==> src/common/wdg_consts.svh <==
// constants for the watchdog register frames
`ifndef WDG_CONSTS_SVH
`define WDG_CONSTS_SVH
// ------------------------------------------------------------
// register byte offsets inside a frame
// ------------------------------------------------------------
`define WDG_OFF_REFRESH  12'h000
`define WDG_OFF_CTRL     12'h000
`define WDG_OFF_OFFSET   12'h008
`define WDG_OFF_CMP_LO   12'h010
`define WDG_OFF_CMP_HI   12'h014
`define WDG_OFF_IDENT    12'hFCC
// ------------------------------------------------------------
// control/status fields
// ------------------------------------------------------------
`define WDG_CS_ENABLE    0
`define WDG_CS_FIRST     1
`define WDG_CS_SECOND    2
// ------------------------------------------------------------
// identification fields
// ------------------------------------------------------------
`define WDG_ID_PROD_HI   31
`define WDG_ID_PROD_LO   20
`define WDG_ID_ARCH_HI   19
`define WDG_ID_ARCH_LO   16
`define WDG_ID_REV_HI    15
`define WDG_ID_REV_LO    12
`define WDG_ID_CONT_HI   11
`define WDG_ID_CONT_LO   8
`define WDG_ID_ZERO      7
`define WDG_ID_CODE_HI   6
`define WDG_ID_CODE_LO   0
`define WDG_ARCH_VER     4'h0
// ------------------------------------------------------------
// reset values and widths
// ------------------------------------------------------------
`define WDG_WORD_ZERO    32'h0000_0000
`define WDG_CMP_RESET    64'h0000_0000_0000_0000
`define WDG_BE_FULL      4'hF
`endif

==> src/common/wdg_pkg.sv <==
// types shared by the watchdog register frames
package wdg_pkg;
  typedef logic [31:0] wdg_word_t;
  typedef logic [63:0] wdg_count_t;
  typedef logic [11:0] wdg_addr_t;
  typedef logic [3:0]  wdg_be_t;
  typedef enum logic {
    WDG_AVS_IDLE = 1'b0,
    WDG_AVS_RESP = 1'b1
  } wdg_avs_state_t;
endpackage

==> src/hdl/wdg_avs.sv <==
// avalon-mm slave handshake for one watchdog register frame
`timescale 1ns/1ps
`include "wdg_consts.svh"
module wdg_avs (
  // clock and reset
  input  wire logic              mclk,
  input  wire logic              resetn,
  input  wire logic              warmResetn,
  input  wire logic              clkEn,
  // avalon-mm slave
  input  wire logic              avsRead,
  input  wire logic              avsWrite,
  input  wire wdg_pkg::wdg_be_t  avsByteenable,
  output logic                   avsWaitrequest,
  output wdg_pkg::wdg_word_t     avsReaddata,
  // user side
  input  wire wdg_pkg::wdg_word_t rdWord,
  output logic                   wrStrobe
);
  // ------------------------------------------------------------
  // handshake state
  // ------------------------------------------------------------
  wdg_pkg::wdg_avs_state_t state_q;
  wdg_pkg::wdg_avs_state_t state_d;
  wdg_pkg::wdg_word_t      readdata_q;

  always_comb begin
    state_d = state_q;
    unique case (state_q)
      wdg_pkg::WDG_AVS_IDLE: begin
        if (avsRead || avsWrite) begin
          state_d = wdg_pkg::WDG_AVS_RESP;
        end
      end
      wdg_pkg::WDG_AVS_RESP: begin
        state_d = wdg_pkg::WDG_AVS_IDLE;
      end
    endcase
  end

  always_ff @(posedge mclk or negedge resetn) begin
    if (!resetn) begin
      state_q <= wdg_pkg::WDG_AVS_IDLE;
    end else if (!warmResetn) begin
      state_q <= wdg_pkg::WDG_AVS_IDLE;
    end else if (clkEn) begin
      state_q <= state_d;
    end
  end

  // ------------------------------------------------------------
  // read data captured one cycle before release
  // ------------------------------------------------------------
  always_ff @(posedge mclk or negedge resetn) begin
    if (!resetn) begin
      readdata_q <= `WDG_WORD_ZERO;
    end else if (clkEn && state_q == wdg_pkg::WDG_AVS_IDLE && avsRead) begin
      readdata_q <= rdWord;
    end
  end

  // ------------------------------------------------------------
  // outputs
  // ------------------------------------------------------------
  assign avsWaitrequest = !(state_q == wdg_pkg::WDG_AVS_RESP && clkEn);
  assign avsReaddata    = readdata_q;
  // only full 32-bit writes act
  assign wrStrobe = state_q == wdg_pkg::WDG_AVS_RESP && clkEn && avsWrite
                    && avsByteenable == `WDG_BE_FULL;
endmodule // wdg_avs

==> src/hdl/wdg_top.sv <==
// two-frame watchdog: refresh frame, control frame and timeout logic
// Notes on behaviour
// - registers are 32 bits, full-word access
// - separate refresh frame and control frame
// - register contents are little-endian
// - any refresh write restarts the watch period
// - refresh register reads zero, no effect
// - identification word at same offset, both frames
// - offset register is read/write 32-bit
// - compare value as low/high read/write words
// - control/status upper bits read zero
// - bits 2 and 1 show stage signals
// - writes to status bits change nothing
// - bit 0 enables, reads enable state
// - cold reset clears the enable bit
// - id: product top, revision bits 15:12
// - id bits 19:16 architecture version zero
// - id low twelve bits implementer code
// - refresh, offset, control writes refresh
// - refresh loads count plus offset
// - timeout raises first, then second stage
// - disabled watchdog holds signals low
//
// Local design decision: the Avalon-MM interface to the registers.
`timescale 1ns/1ps
`include "wdg_consts.svh"
module wdg_top #(
  // identification values, arbitrary
  parameter logic [11:0] PRODUCT_ID = 12'h001,
  parameter logic [3:0]  REVISION   = 4'h0,
  parameter logic [3:0]  JEP_CONT   = 4'h0,
  parameter logic [6:0]  JEP_CODE   = 7'h01
) (
  // clock and reset
  input  wire logic               mclk,
  input  wire logic               resetn,
  input  wire logic               warmResetn,
  input  wire logic               clkEn,
  // system counter timebase
  input  wire wdg_pkg::wdg_count_t sysCount,
  // refresh frame avalon-mm slave
  input  wire wdg_pkg::wdg_addr_t rfAddress,
  input  wire logic               rfRead,
  input  wire logic               rfWrite,
  input  wire wdg_pkg::wdg_word_t rfWritedata,
  input  wire wdg_pkg::wdg_be_t   rfByteenable,
  output wdg_pkg::wdg_word_t      rfReaddata,
  output logic                    rfWaitrequest,
  // control frame avalon-mm slave
  input  wire wdg_pkg::wdg_addr_t cfAddress,
  input  wire logic               cfRead,
  input  wire logic               cfWrite,
  input  wire wdg_pkg::wdg_word_t cfWritedata,
  input  wire wdg_pkg::wdg_be_t   cfByteenable,
  output wdg_pkg::wdg_word_t      cfReaddata,
  output logic                    cfWaitrequest,
  // timeout signals
  output logic                    firstStageTimeoutSignal,
  output logic                    secondStageTimeoutSignal
);

  // ------------------------------------------------------------
  // functions
  // ------------------------------------------------------------
  // word-aligned offset match; low two bits select bytes only
  function automatic logic hitOffset(
    input wdg_pkg::wdg_addr_t addr,
    input wdg_pkg::wdg_addr_t off
  );
    hitOffset = addr[11:2] == off[11:2];
  endfunction

  // identification word, same in both frames
  function automatic wdg_pkg::wdg_word_t identWord();
    wdg_pkg::wdg_word_t w;
    w = `WDG_WORD_ZERO;
    w[`WDG_ID_PROD_HI:`WDG_ID_PROD_LO] = PRODUCT_ID;
    w[`WDG_ID_ARCH_HI:`WDG_ID_ARCH_LO] = `WDG_ARCH_VER;
    w[`WDG_ID_REV_HI:`WDG_ID_REV_LO]   = REVISION;
    w[`WDG_ID_CONT_HI:`WDG_ID_CONT_LO] = JEP_CONT;
    w[`WDG_ID_ZERO]                    = 1'b0;
    w[`WDG_ID_CODE_HI:`WDG_ID_CODE_LO] = JEP_CODE;
    identWord = w;
  endfunction

  // ------------------------------------------------------------
  // state
  // ------------------------------------------------------------
  logic               enable_q;
  logic               first_q;
  logic               second_q;
  wdg_pkg::wdg_word_t offset_q;
  wdg_pkg::wdg_count_t compare_q;

  // ------------------------------------------------------------
  // bus strobes
  // ------------------------------------------------------------
  logic               rfWrStrobe;
  logic               cfWrStrobe;
  wdg_pkg::wdg_word_t rfRdWord;
  wdg_pkg::wdg_word_t cfRdWord;

  // ------------------------------------------------------------
  // refresh frame slave
  // ------------------------------------------------------------
  wdg_avs u_rf_avs (
    .mclk           (mclk),
    .resetn         (resetn),
    .warmResetn     (warmResetn),
    .clkEn          (clkEn),
    .avsRead        (rfRead),
    .avsWrite       (rfWrite),
    .avsByteenable  (rfByteenable),
    .avsWaitrequest (rfWaitrequest),
    .avsReaddata    (rfReaddata),
    .rdWord         (rfRdWord),
    .wrStrobe       (rfWrStrobe)
  );

  // ------------------------------------------------------------
  // control frame slave
  // ------------------------------------------------------------
  wdg_avs u_cf_avs (
    .mclk           (mclk),
    .resetn         (resetn),
    .warmResetn     (warmResetn),
    .clkEn          (clkEn),
    .avsRead        (cfRead),
    .avsWrite       (cfWrite),
    .avsByteenable  (cfByteenable),
    .avsWaitrequest (cfWaitrequest),
    .avsReaddata    (cfReaddata),
    .rdWord         (cfRdWord),
    .wrStrobe       (cfWrStrobe)
  );

  // ------------------------------------------------------------
  // write decode
  // ------------------------------------------------------------
  logic wrRefresh;
  logic wrCtrl;
  logic wrOffset;
  logic wrCmpLo;
  logic wrCmpHi;

  // any data value refreshes
  assign wrRefresh = rfWrStrobe && hitOffset(rfAddress, `WDG_OFF_REFRESH);
  assign wrCtrl    = cfWrStrobe && hitOffset(cfAddress, `WDG_OFF_CTRL);
  assign wrOffset  = cfWrStrobe && hitOffset(cfAddress, `WDG_OFF_OFFSET);
  assign wrCmpLo   = cfWrStrobe && hitOffset(cfAddress, `WDG_OFF_CMP_LO);
  assign wrCmpHi   = cfWrStrobe && hitOffset(cfAddress, `WDG_OFF_CMP_HI);
  // other offsets produce no strobe at all

  // ------------------------------------------------------------
  // refresh and timeout events
  // ------------------------------------------------------------
  logic                explicitRefresh;
  logic                timeoutHit;
  logic                loadCompare;
  wdg_pkg::wdg_count_t reloadValue;

  assign explicitRefresh = wrRefresh || wrOffset || wrCtrl;
  assign timeoutHit      = sysCount > compare_q;
  // sum stays 64 bits, wrap is intended
  assign reloadValue = sysCount + {32'h0000_0000, offset_q};
  // second stage keeps the compare value as its timestamp
  assign loadCompare = explicitRefresh || (timeoutHit && !first_q);

  // ------------------------------------------------------------
  // enable bit
  // ------------------------------------------------------------
  // of the two resets only the cold one clears it; warm reset leaves it
  always_ff @(posedge mclk or negedge resetn) begin
    if (!resetn) begin
      enable_q <= 1'b0;
    end else if (clkEn && wrCtrl) begin
      enable_q <= cfWritedata[`WDG_CS_ENABLE];
    end
  end

  // ------------------------------------------------------------
  // offset register
  // ------------------------------------------------------------
  always_ff @(posedge mclk or negedge resetn) begin
    if (!resetn) begin
      offset_q <= `WDG_WORD_ZERO;
    end else if (clkEn && wrOffset) begin
      offset_q <= cfWritedata;
    end
  end

  // ------------------------------------------------------------
  // compare value
  // ------------------------------------------------------------
  // a direct write takes priority over any reload
  always_ff @(posedge mclk or negedge resetn) begin
    if (!resetn) begin
      compare_q <= `WDG_CMP_RESET;
    end else if (clkEn) begin
      if (wrCmpLo) begin
        compare_q[31:0] <= cfWritedata;
      end else if (wrCmpHi) begin
        compare_q[63:32] <= cfWritedata;
      end else if (loadCompare) begin
        compare_q <= reloadValue;
      end
    end
  end

  // ------------------------------------------------------------
  // first stage timeout signal
  // ------------------------------------------------------------
  always_ff @(posedge mclk or negedge resetn) begin
    if (!resetn) begin
      first_q <= 1'b0;
    end else if (clkEn) begin
      if (!enable_q) begin
        first_q <= 1'b0;
      end else if (explicitRefresh) begin
        first_q <= 1'b0;
      end else if (timeoutHit) begin
        first_q <= 1'b1;
      end
    end
  end

  // ------------------------------------------------------------
  // second stage timeout signal
  // ------------------------------------------------------------
  always_ff @(posedge mclk or negedge resetn) begin
    if (!resetn) begin
      second_q <= 1'b0;
    end else if (clkEn) begin
      if (!enable_q) begin
        second_q <= 1'b0;
      end else if (explicitRefresh) begin
        second_q <= 1'b0;
      end else if (timeoutHit && first_q) begin
        second_q <= 1'b1;
      end
    end
  end

  // ------------------------------------------------------------
  // refresh frame read decode
  // ------------------------------------------------------------
  always_comb begin
    rfRdWord = `WDG_WORD_ZERO;
    if (hitOffset(rfAddress, `WDG_OFF_REFRESH)) begin
      rfRdWord = `WDG_WORD_ZERO;
    end else if (hitOffset(rfAddress, `WDG_OFF_IDENT)) begin
      rfRdWord = identWord();
    end
  end

  // ------------------------------------------------------------
  // control frame read decode
  // ------------------------------------------------------------
  // bit n of a word sits on byte lane n/8
  always_comb begin
    cfRdWord = `WDG_WORD_ZERO;
    if (hitOffset(cfAddress, `WDG_OFF_CTRL)) begin
      // upper bits stay zero
      cfRdWord[`WDG_CS_ENABLE] = enable_q;
      cfRdWord[`WDG_CS_FIRST]  = first_q;
      cfRdWord[`WDG_CS_SECOND] = second_q;
    end else if (hitOffset(cfAddress, `WDG_OFF_OFFSET)) begin
      cfRdWord = offset_q;
    end else if (hitOffset(cfAddress, `WDG_OFF_CMP_LO)) begin
      cfRdWord = compare_q[31:0];
    end else if (hitOffset(cfAddress, `WDG_OFF_CMP_HI)) begin
      cfRdWord = compare_q[63:32];
    end else if (hitOffset(cfAddress, `WDG_OFF_IDENT)) begin
      cfRdWord = identWord();
    end
  end

  // ------------------------------------------------------------
  // outputs
  // ------------------------------------------------------------
  // status bits are read-only views; writes reach only bit 0
  assign firstStageTimeoutSignal  = first_q;
  assign secondStageTimeoutSignal = second_q;

endmodule // wdg_top
==> config.mk <==
export PLATFORM = sky130hd
export DESIGN_NAME = wdg_top
export DESIGN_NICKNAME = d
export VERILOG_FILES = /design/src/common/wdg_pkg.sv /design/src/hdl/wdg_avs.sv /design/src/hdl/wdg_top.sv
export VERILOG_INCLUDE_DIRS = /design/src /design/src/common
export SDC_FILE = /design/constraint.sdc
export NUM_CORES = 1
export LEC_CHECK = 0
export BUFFER_PORTS_ARGS = -buffer_cell sky130_fd_sc_hd__buf_2
export CAP_MARGIN = 20
export CORE_MARGIN = 2
export CORE_UTILIZATION = 60
export DETAILED_ROUTE_END_ITERATION = 16
export PLACE_DENSITY = 0.91
export SETUP_SLACK_MARGIN = 0.3
export SLEW_MARGIN = 20
export SYNTH_ARGS = -nofsm -noshare
export SYNTH_HDL_FRONTEND = slang
export SYNTH_SLANG_ARGS = --single-unit
==> constraint.sdc <==
create_clock -name mclk -period 6.7 [get_ports mclk]
set_input_delay 0.335 -clock mclk [delete_from_list [all_inputs] [get_ports mclk]]
set_output_delay 0.335 -clock mclk [all_outputs]
set_load 0.01 [all_outputs]
# Yosys cells after proc, flatten, opt, wreduce, memory -nomap -nowiden
# Cells that the tools add are included.
[totals] regBits=165 latchBits=0 mem_bits_rw=0 mem_bits_ro=0 inputBits=168 out_inout_bits=68 wordCells=87 memories=0
[classes] add_sub_neg=1 n_mul=0 n_div=0 n_lt_le_gt_ge=1 n_eq_ne=11 n_shift=0 muxes=26 n_bitwise=3 reduce_logical=35
[op_table] cell="$mux W32" count=6
[op_table] cell="$add A64 B32 Y64" count=1
[op_table] cell="$gt A64 B64 Y1" count=1
[op_table] cell="$mux W64" count=1
[op_table] cell="$mux W21" count=3
[op_table] cell="$mux W29" count=1
[op_table] cell="$eq A10 B10 Y1 const B" count=2
[op_table] cell="$eq A10 B3 Y1 const B" count=2
[op_table] cell="$logic_not A10 Y1" count=2
[op_table] cell="$logic_and A1 B1 Y1" count=19
[op_table] cell="$mux W1" count=12
[op_table] cell="$eq A10 B2 Y1 const B" count=1
[op_table] cell="$eq A4 B4 Y1 const B" count=2
[op_table] cell="$ne A3 B1 Y1 const B" count=2
[op_table] cell="$reduce_and A3 Y1" count=2
[op_table] cell="$logic_or A1 B1 Y1" count=5
[op_table] cell="$pmux W1 S2" count=2
[op_table] cell="$reduce_and A2 Y1" count=2
[op_table] cell="$reduce_bool A2 Y1" count=2
[op_table] cell="$logic_not A1 Y1" count=3
[op_table] cell="$mux W3" count=1
[op_table] cell="$not A1 Y1" count=3
[op_table] cell="$ne A2 B1 Y1 const B" count=1
[op_table] cell="$ne A2 B2 Y1 const B" count=1

# Logic depth before layout (Yosys ltp)
# Gate-level depths: netlist (run 1).
[depth] ltp_word=10 depth_mapped=13

# By module
# From an unflattened synthesis (run 1), not the netlist that was laid out.
[hier_totals] hier_cells=1209 area_unflattened_um2=11618.6
[by_module_without_submodules] mod="wdg_top" instances=1 cells_each=1057 area_each_um2=8836.0
[by_module_without_submodules] mod="wdg_avs" instances=2 cells_each=76 area_each_um2=1391.3

# Worst setup path before layout (run 1)
# OpenSTA, ideal clock, no wires.
[synth_path] path_kind="register to register" startpoint="register offset_q[0]" endpoint="register compare_q[62]" setup_ps=122 arrival_time_ps=3015 required_time_ps=6578 setup_slack_ps=3564 path_stages_with_launch=14 n_path_buf=1 period_less_slack_ps=3136 path_cell_list="dfrtp_1 ha_1 inv_1 fa_1 and2b_1 o2111ai_1 a211oi_2 o2111ai_1 a2111o_1 a21o_1 buf_6 a211oi_2 mux2i_1 nand2_1"
[synth_via] elab_chain_len=3
[synth_rtl] element="start, declared" line_no="wdg_top.sv:92" rtl="wdg_pkg::wdg_word_t offset_q;"
[synth_rtl] element="start signal, assigned" line_no="wdg_top.sv:186" rtl="offset_q <= `WDG_WORD_ZERO;"
[synth_rtl] element="start signal, assigned" line_no="wdg_top.sv:188" rtl="offset_q <= cfWritedata;"
[synth_rtl] element="$add A64 B32 Y64" line_no="wdg_top.sv:165" rtl="assign reloadValue = sysCount + {32'h0000_0000, offset_q};"
[synth_rtl] element="$mux W64" line_no="wdg_top.sv:204" rtl="end else if (loadCompare) begin"
[synth_rtl] element="$mux W32" line_no="wdg_top.sv:202" rtl="end else if (wrCmpHi) begin"
[synth_rtl] element="end signal, assigned" line_no="wdg_top.sv:198" rtl="compare_q <= `WDG_CMP_RESET;"
[synth_rtl] element="end signal, assigned" line_no="wdg_top.sv:203" rtl="compare_q[63:32] <= cfWritedata;"
[synth_rtl] element="end signal, assigned" line_no="wdg_top.sv:205" rtl="compare_q <= reloadValue;"
[synth_rtl] element="end, declared" line_no="wdg_top.sv:93" rtl="wdg_pkg::wdg_count_t compare_q;"
# No other way between the ends. The select of a mux whose other input is x is not followed.
# A chain may end at the register's enable or synchronous reset.

# Worst setup path in the final report (run 1)
[layout_path] startpoint="input port cfAddress[8]" endpoint="register compare_q[30]"
[layout_via] elab_chain_len=7 word_cells_on_any_way=15 cone_classes="eq/ne: 4; mux: 1; reduce/logical: 10"
[layout_rtl] element="start, declared" line_no="wdg_top.sv:50" rtl="input wire wdg_pkg::wdg_addr_t cfAddress,"
[layout_rtl] element="$eq A10 B2 Y1" line_no="wdg_top.sv:70" rtl="hitOffset = addr[11:2] == off[11:2];"
[layout_rtl] element="$logic_and A1 B1 Y1" line_no="wdg_top.sv:149" rtl="assign wrOffset = cfWrStrobe && hitOffset(cfAddress, `WDG_OFF_OFFSET);"
[layout_rtl] element="$logic_or A1 B1 Y1 (2 in series)" line_no="wdg_top.sv:162" rtl="assign explicitRefresh = wrRefresh || wrOffset || wrCtrl;"
[layout_rtl] element="$logic_or A1 B1 Y1" line_no="wdg_top.sv:167" rtl="assign loadCompare = explicitRefresh || (timeoutHit && !first_q);"
[layout_rtl] element="$reduce_bool A2 Y1 (no source line)"
[layout_rtl] element="$reduce_and A3 Y1 (no source line)"
[layout_rtl] element="end signal, assigned" line_no="wdg_top.sv:198"
[layout_rtl] element="end signal, assigned" line_no="wdg_top.sv:201" rtl="compare_q[31:0] <= cfWritedata;"
[layout_rtl] element="end signal, assigned" line_no="wdg_top.sv:205"
# Parallel ways exist; a longest one is shown, timed or not.

==> results of run 1 <==
-- worst max-delay path, stage by stage --
cell and delay [ns]:
buf_2 0.10, or4_4 0.57, nor3_4 0.21, and4_1 0.75, and2_1 0.61, buf_4 0.42, a2111oi_0 0.18, o21ai_4 0.68
buf_4 0.49, mux2_2 0.38
-- per-stage QoR --
step	cell area, um^2	total power [uW]	instances	setup slack (ns)	utilization
after CTS	11800	3070	1561	2.29	0.704
final	11800	3090	1567	2.21	0.705
after global routing	11800	3270	1564	2.06	0.704
after detailed placement	11200	2150	1529	1.88	0.670
after floorplan	10400	1850	1213	3.56	-
after global placement	11200	2090	1529	1.99	0.670
-- routing by layer --
layer	part of all wire	wire, um
met1	0.38	11800
met3	0.099	3070
met4	0.050	1540
met2	0.47	14500
met5	0	0
-- synth_stat cells, types with 3 or more instances --
cell type  count
buf_4         33
ha_1          96
nor3_1        10
o211ai_1       6
nor2b_1        6
a21oi_1      107
nand2_1      148
a21boi_0       4
clkbuf_1      28
buf_6          4
a21o_1        20
nand2b_1       7
or4_1          3
o221ai_1       7
mux2_2        34
and4_1         7
nor4_1         3
a2111oi_0      7
a31oi_1        4
o21bai_1       5
o221ai_2       4
nand3_1       31
inv_1         78
nor2_1        45
buf_2         16
o21ai_1       19
a211oi_1      19
buf_1          4
xnor2_1       26
nand4_1       37
mux2i_1       10
a22oi_1       22
a221oi_1       8
o21ai_0       82
a21oi_2        4
nand3b_1       3
and3_1         9
dfrtp_1      134
xor2_1        24
and2_1         5
a222oi_1      13
-- cell type report --
type,instances,area share
tap,220,0.0234
multi-input combinational,916,0.537
sequential,134,0.285
antenna,6,0.00128
clock buffer,21,0.0383
clock inverter,10,0.00904
inverter,78,0.0249
timing repair buffer,182,0.0809
-- logic make-up (layout without fill, tap and decap cells) --
| logic type | Yosys count | count (layout) | share of synthesized area |
|---|---|---|---|
| AO/OA/AOI/OAI | 359 | 359 | 0.230 |
| AND/OR/NAND/NOR | 334 | 334 | 0.160 |
| buffers and inverters | 163 | 291 | 0.0761 |
| flip-flops | 134 | 134 | 0.325 |
| adder cells (fa/ha/maj) | 97 | 97 | 0.118 |
| XOR/XNOR | 50 | 50 | 0.0424 |
| multiplexers | 46 | 46 | 0.0489 |
| other | 1 | 36 | 0.000363 |
-- registers in the layout (all words and copies together) (netlist names) --
| name | flops |
|---|---|
| compare_q | 64 |
| enable_q | 1 |
| firstStageTimeoutSignal | 1 |
| offset_q | 32 |
| secondStageTimeoutSignal | 1 |
| u_cf_avs.avsReaddata | 32 |
| u_cf_avs.state_q | 1 |
| u_rf_avs.avsReaddata | 1 |
| u_rf_avs.state_q | 1 |
-- path summary, 6_finish.rpt --
path,slack [ns],startpoint,cells past startpoint,end
worst max-delay path,2.21,cfAddress[8],10,compare_q[30]
min in group asynchronous,0.46,resetn,2,compare_q[14]
worst max register to register,2.51,offset_q[0],12,compare_q[60]
worst min-delay path,0.12,warmResetn,2,u_cf_avs.state_q
max in group asynchronous,4.91,resetn,3,compare_q[48]
worst min register to register,0.47,u_cf_avs.avsReaddata[4],2,u_cf_avs.avsReaddata[4]
-- timing repair --
action                    CTS  global route
hold endpoints to repair   66             0
hold buffers                1             0
buffers inserted            0             0
-- power groups by stage --
stage               sequential (uW)  clock [uW]  combinational (uW)
finish                         1140         911                1040
global route                   1160         940                1170
CTS                            1140         910                1020
detailed placement             1150           0                1000
global placement               1140           0                 948
floorplan                      1100           0                 748
==> flow_metrics.py, run 1 <==
metrics = {
    "critical_path": {
        "endpoint_kind": "flip-flop",
        "worstPathRequired_ns": 7.02,
        "cp-start-kind": "primary input",
        "worst-path-max-fanout": 34,
        "cp.arrival_ns": 4.81,
        "critPathKind": "in -> reg",
    },
    "drt": {
        "avgRoutedWirePerCell_um": 19.7,
        "dr.pass1.iters": 7,
        "wl_um": 30900,
        "via_count": 10012,
        "avgViaCountPerCell": 6.39,
        "ant_nets": 0,
        "drc": 0,
        "drtIter0Drc": 1092,
    },
    "clocking": {
        "cts_made_buffers": 17,
        "cts_resized": 0,
        "cts_tree": "done",
        "clk_latency_ns": 0.44,
        "ctsLongestPathBuffers": 2,
        "htreeDepth": 4,
        "cts_root_buffer": "clkbuf_16",
        "cts_sinks": 134,
        "clkTransAtPathRegs_ns": 0.06,
    },
    "synth": {
        "avgSynthCellArea_um2": 8.72,
        "syn_inst": 1184,
        "yosys_warnings": 0,
        "yosysUniqueCellTypes": 80,
        "ys_async_sr_fraction": 1.00,
        "synthTopCellsByArea": "dfrtp_1, ha_1, nand2_1",
        "synth_ff_type": "dfrtp_1",
        "synth-seq-cells": 134,
        "yosys.area.top_type": "dfrtp_1",
        "synth_area_mm2": 0.0103,
        "synth_seq_area_share": 0.325,
        "synth-edff-count": 0,
        "synth_top_cell_area_share": 0.325,
    },
    "status": {
        "outcome": "completed",
    },
    "die": {
        "die_w_um": 135,
        "dieArea_mm2": 0.0183,
        "ios": 236,
        "dieHeight_um": 135,
        "initial_core_util": 0.619,
        "rows": 47,
        "coreArea_mm2": 0.0167,
    },
    "global_routing": {
        "grt_usage": 0.342,
        "grt_pass1_vias": 9775,
        "gr-total-overflow": 0,
        "antenna_found_initial": 3,
        "grt_max_degree": 69,
        "grt_pass1_wl_um": 49000,
        "grt_use_met3": 0.0651,
        "top_usage_layer": "met2",
        "grtUsageMet1": 0.429,
        "grt_util_met2": 0.561,
    },
    "timing": {
        "grt_setup_unrepaired": "no",
        "finalHoldViolCount": 0,
        "finalSetupTns_ns": 0,
        "max_clock_freq_ghz": 0.223,
        "fin_crit_ns": 4.49,
        "finalMaxSlewViolations": 0,
        "skew_ns": 0.00727,
        "worst_pin_slew_ns": 1.12,
        "fin_crit_sh": 0.670,
        "finalSetupViolCount": 0,
        "relSlewSlack": 0.251,
        "timing.hold.ws_ns": 0.119,
    },
    "placed_design": {
        "io_buffers": 169,
        "hpwl_um": 22300,
        "gp_congestion": 0.945,
    },
    "layout": {
        "final_common_cell": "buf_2",
        "final_cell_mix": "buf_2, nand2_1, dfrtp_1",
        "multi_input_area_mm2": 0.00632,
        "num-fill-cells": 1299,
        "nets": 1594,
        "syn_to_final_growth_pct": 13.9,
        "seqCellArea_mm2": 0.00335,
        "final_layout_size_suffix_gt1_frac": 0.204,
    },
    "power": {
        "pwr-share-clk": 0.295,
        "switching_share": 0.366,
        "intPower_uw": 1960,
        "ir_drop_uv": 202,
        "seq_power_share": 0.370,
        "powerDensity_mw_per_mm2": 263,
        "switchingPower_uw": 1130,
        "leakagePower_uw": 0.00571,
        "combPwrFrac": 0.336,
    },
    "run": {
        "maxCapViolations": 0,
    },
    "worst_hold_path": {
        "hold_class": "in -> reg",
    },
}
Note: power is estimated with default switching activity, not from simulation.
==> run 2, diff against run 1 <==
- ABC_AREA: not set -> 1
- CORE_UTILIZATION: 60 -> 57
- PLACE_DENSITY: 0.91 -> 0.86
- clock period: 6.7 -> 4.25 ns (I/O delays scaled with it)
==> flow_metrics.py, run 2 <==
metrics = {
    "status": {
        "outcome": "completed",
    },
    "worst_hold_path": {
        "hold_start": "rfAddress[3]",
        "hold_class": "in -> reg",
    },
    "layout": {
        "final_cell_mix": "nand2_1, inv_1, buf_2",
        "largest_register_ffs": 64,
        "final_cells": 2322,
        "regMostFlops": "compare_q",
        "syn_to_final_growth_pct": 12.8,
        "nets": 2299,
        "final_common_cell": "nand2_1",
        "antenna_cells": 0,
        "final_util": 0.652,
        "num-fill-cells": 1936,
        "final_layout_size_suffix_gt1_frac": 0.119,
    },
    "synth": {
        "synth_top_cell_area_share": 0.278,
        "synth_ff_type": "dfrtp_1",
        "synth-seq-cells": 134,
        "avgSynthCellArea_um2": 6.41,
        "ys_async_sr_fraction": 1.00,
        "yosys_warnings": 0,
        "synthTopCellsByArea": "dfrtp_1, nand2_1, ha_1",
        "synth.most_common_cell": "nand2_1",
        "yosysUniqueCellTypes": 42,
        "yosys-top-cells-count": "nand2_1, inv_1, dfrtp_1, nand3_1, o21ai_0",
        "synth_seq_area_share": 0.278,
        "synth-edff-count": 0,
        "synth_area_mm2": 0.0121,
        "syn_inst": 1885,
        "yosys.area.top_type": "dfrtp_1",
    },
    "critical_path": {
        "cp_top_family": "simple AND/OR/NAND/NOR gates",
        "cpPeakStageDelay_ns": 0.42,
        "startpoint": "compare_q[57]",
        "worstPathRequired_ns": 4.61,
        "crit_buf_inv": 3,
        "r2r_start": "compare_q[57]",
        "cp-start-kind": "flip-flop",
        "cp_cell_sequence": "inv_1, ha_1, nand2_1, inv_1, o21ai_0, a21oi_1, nor2_1, nand2_1, a21oi_1, nand2_1, nand3_1, nand3_4, nand2_2, buf_4, nand2_1, o21ai_1",
        "crit_slowest_cell": "nand3_4",
        "endpoint_kind": "flip-flop",
        "critPathKind": "reg -> reg",
        "worst-path-max-fanout": 28,
        "cp.arrival_ns": 3.72,
        "cpMostUsedCell": "nand2_1",
    },
    "power": {
        "switching_share": 0.428,
        "powerDensity_mw_per_mm2": 391,
        "pwr-share-clk": 0.298,
        "intPower_uw": 3050,
        "combPwrFrac": 0.377,
        "seq_power_share": 0.326,
        "leakagePower_uw": 0.00750,
        "switchingPower_uw": 2280,
        "ir_drop_uv": 258,
    },
    "global_routing": {
        "grt_max_degree": 104,
        "gr-total-overflow": 0,
        "grt_pass1_vias": 12941,
        "grt_pass1_wl_um": 71600,
        "grt_usage": 0.427,
        "antenna_found_initial": 0,
    },
    "drt": {
        "dr.pass1.iters": 9,
        "avgViaCountPerCell": 5.93,
        "avgRoutedWirePerCell_um": 20.5,
        "drtIter0Drc": 1503,
        "via_count": 13761,
        "drc": 0,
        "ant_nets": 0,
        "wl_um": 47600,
    },
    "die": {
        "ios": 236,
        "initial_core_util": 0.578,
        "die_w_um": 150,
        "rows": 53,
        "dieArea_mm2": 0.0224,
        "coreArea_mm2": 0.0209,
        "dieHeight_um": 150,
    },
    "timing": {
        "finalMaxSlewViolations": 0,
        "grt_setup_unrepaired": "no",
        "relSlewSlack": 0.307,
        "skew_ns": 0.0124,
        "worst_pin_slew_ns": 1.04,
        "finalHoldViolCount": 0,
        "finalSetupTns_ns": 0,
        "finalSetupViolCount": 0,
        "max_clock_freq_ghz": 0.298,
        "fin_crit_ns": 3.36,
        "fin_crit_sh": 0.791,
    },
    "clocking": {
        "clk_latency_ns": 0.45,
        "cts_root_buffer": "clkbuf_16",
        "cts_sinks": 134,
        "cts_resized": 0,
        "htreeDepth": 4,
        "ctsHoldBuffers": 2,
        "cts_made_buffers": 17,
        "cts_tree": "done",
        "ctsLongestPathBuffers": 2,
        "post_cts_buffers": 0,
        "clkTransAtPathRegs_ns": 0.07,
    },
    "placed_design": {
        "post-place-cells": 2288,
        "hpwl_um": 36600,
        "gp_congestion": 1.02,
        "io_buffers": 169,
    },
    "run": {
        "maxCapViolations": 0,
    },
}
[run 2: cell count changes after synthesis, sizes merged, moves of 27 or more]
cell   previous run  this run
o21ai           102       139
nand2           148       610
nor2             45       120
mux2             36         9
inv              78       268
nand3            31       137
o22ai             0        33
[run 2: layout make-up]
| type | count | area (um^2) | share of cell area |
|---|---|---|---|
| sequential | 134 | 3350 | 0.246 |
| clock inverter | 15 | 178 | 0.0130 |
| multi-input combinational | 1429 | 7350 | 0.539 |
| tap | 275 | 344 | 0.0253 |
| clock buffer | 17 | 425 | 0.0312 |
| timing repair buffer | 184 | 970 | 0.0712 |
| inverter | 268 | 1010 | 0.0738 |
[run 2: kinds of logic (layout without fill, tap and decap cells)]
logic type / count (synthesis) / after routing / share of synthesized area
flip-flops: 134 / 134 / 0.278
multiplexers: 9 / 9 / 0.00839
XOR/XNOR: 19 / 19 / 0.0138
adder cells (fa/ha/maj): 97 / 97 / 0.101
other: 1 / 30 / 0.000311
AO/OA/AOI/OAI: 299 / 299 / 0.130
AND/OR/NAND/NOR: 975 / 975 / 0.344
buffers and inverters: 351 / 484 / 0.124
[run 2: worst min-delay path: stages]
cell     delay, ns
buf_2         0.10
nand2_1       0.05
o41ai_1       0.07
[run 2: per-layer routing]
metal  GRT usage  routed length (um)  vias to the layer above
met2       0.681               21600                      955
met4       0.252                2970                        0
li1            -                   -                     6411
met5           0                   0                        -
met1       0.532               17700                     6190
met3      0.0905                5360                      205
[run 2: path summary, 6_finish.rpt]
path | slack, ns | endpoint | cells past startpoint
worst max-delay path | 0.89 | compare_q[49] | 16
max in group asynchronous | 2.80 | offset_q[29] | 3
min in group asynchronous | 0.40 | u_cf_avs.avsReaddata[11] | 2
worst max register to register | 0.89 | compare_q[49] | 16
worst min-delay path | 0.03 | u_rf_avs.avsReaddata[0] | 3
worst min register to register | 0.48 | compare_q[19] | 2
[run 2: metrics by stage]
stage | cell area, um^2 | total power (uW) | hold WS, ns | worst slack, ns
final | 13600 | 5330 | 0.0282 | 0.890
after global routing | 13600 | 5630 | 0.0426 | 0.776
after CTS | 13600 | 5240 | 0.0311 | 0.981
after detailed placement | 13000 | 3670 | 0.377 | 1.08
after global placement | 13000 | 3570 | 0.369 | 1.18
after floorplan | 12200 | 3040 | -0.0831 | 2.07
[run 2: power by group through the flow]
stage	logic, uW	registers [uW]	clock network [uW]
floorplan	1330	1710	0
global placement	1830	1740	0
detailed placement	1920	1750	0
CTS	1950	1730	1570
global route	2220	1760	1640
finish	2010	1740	1580
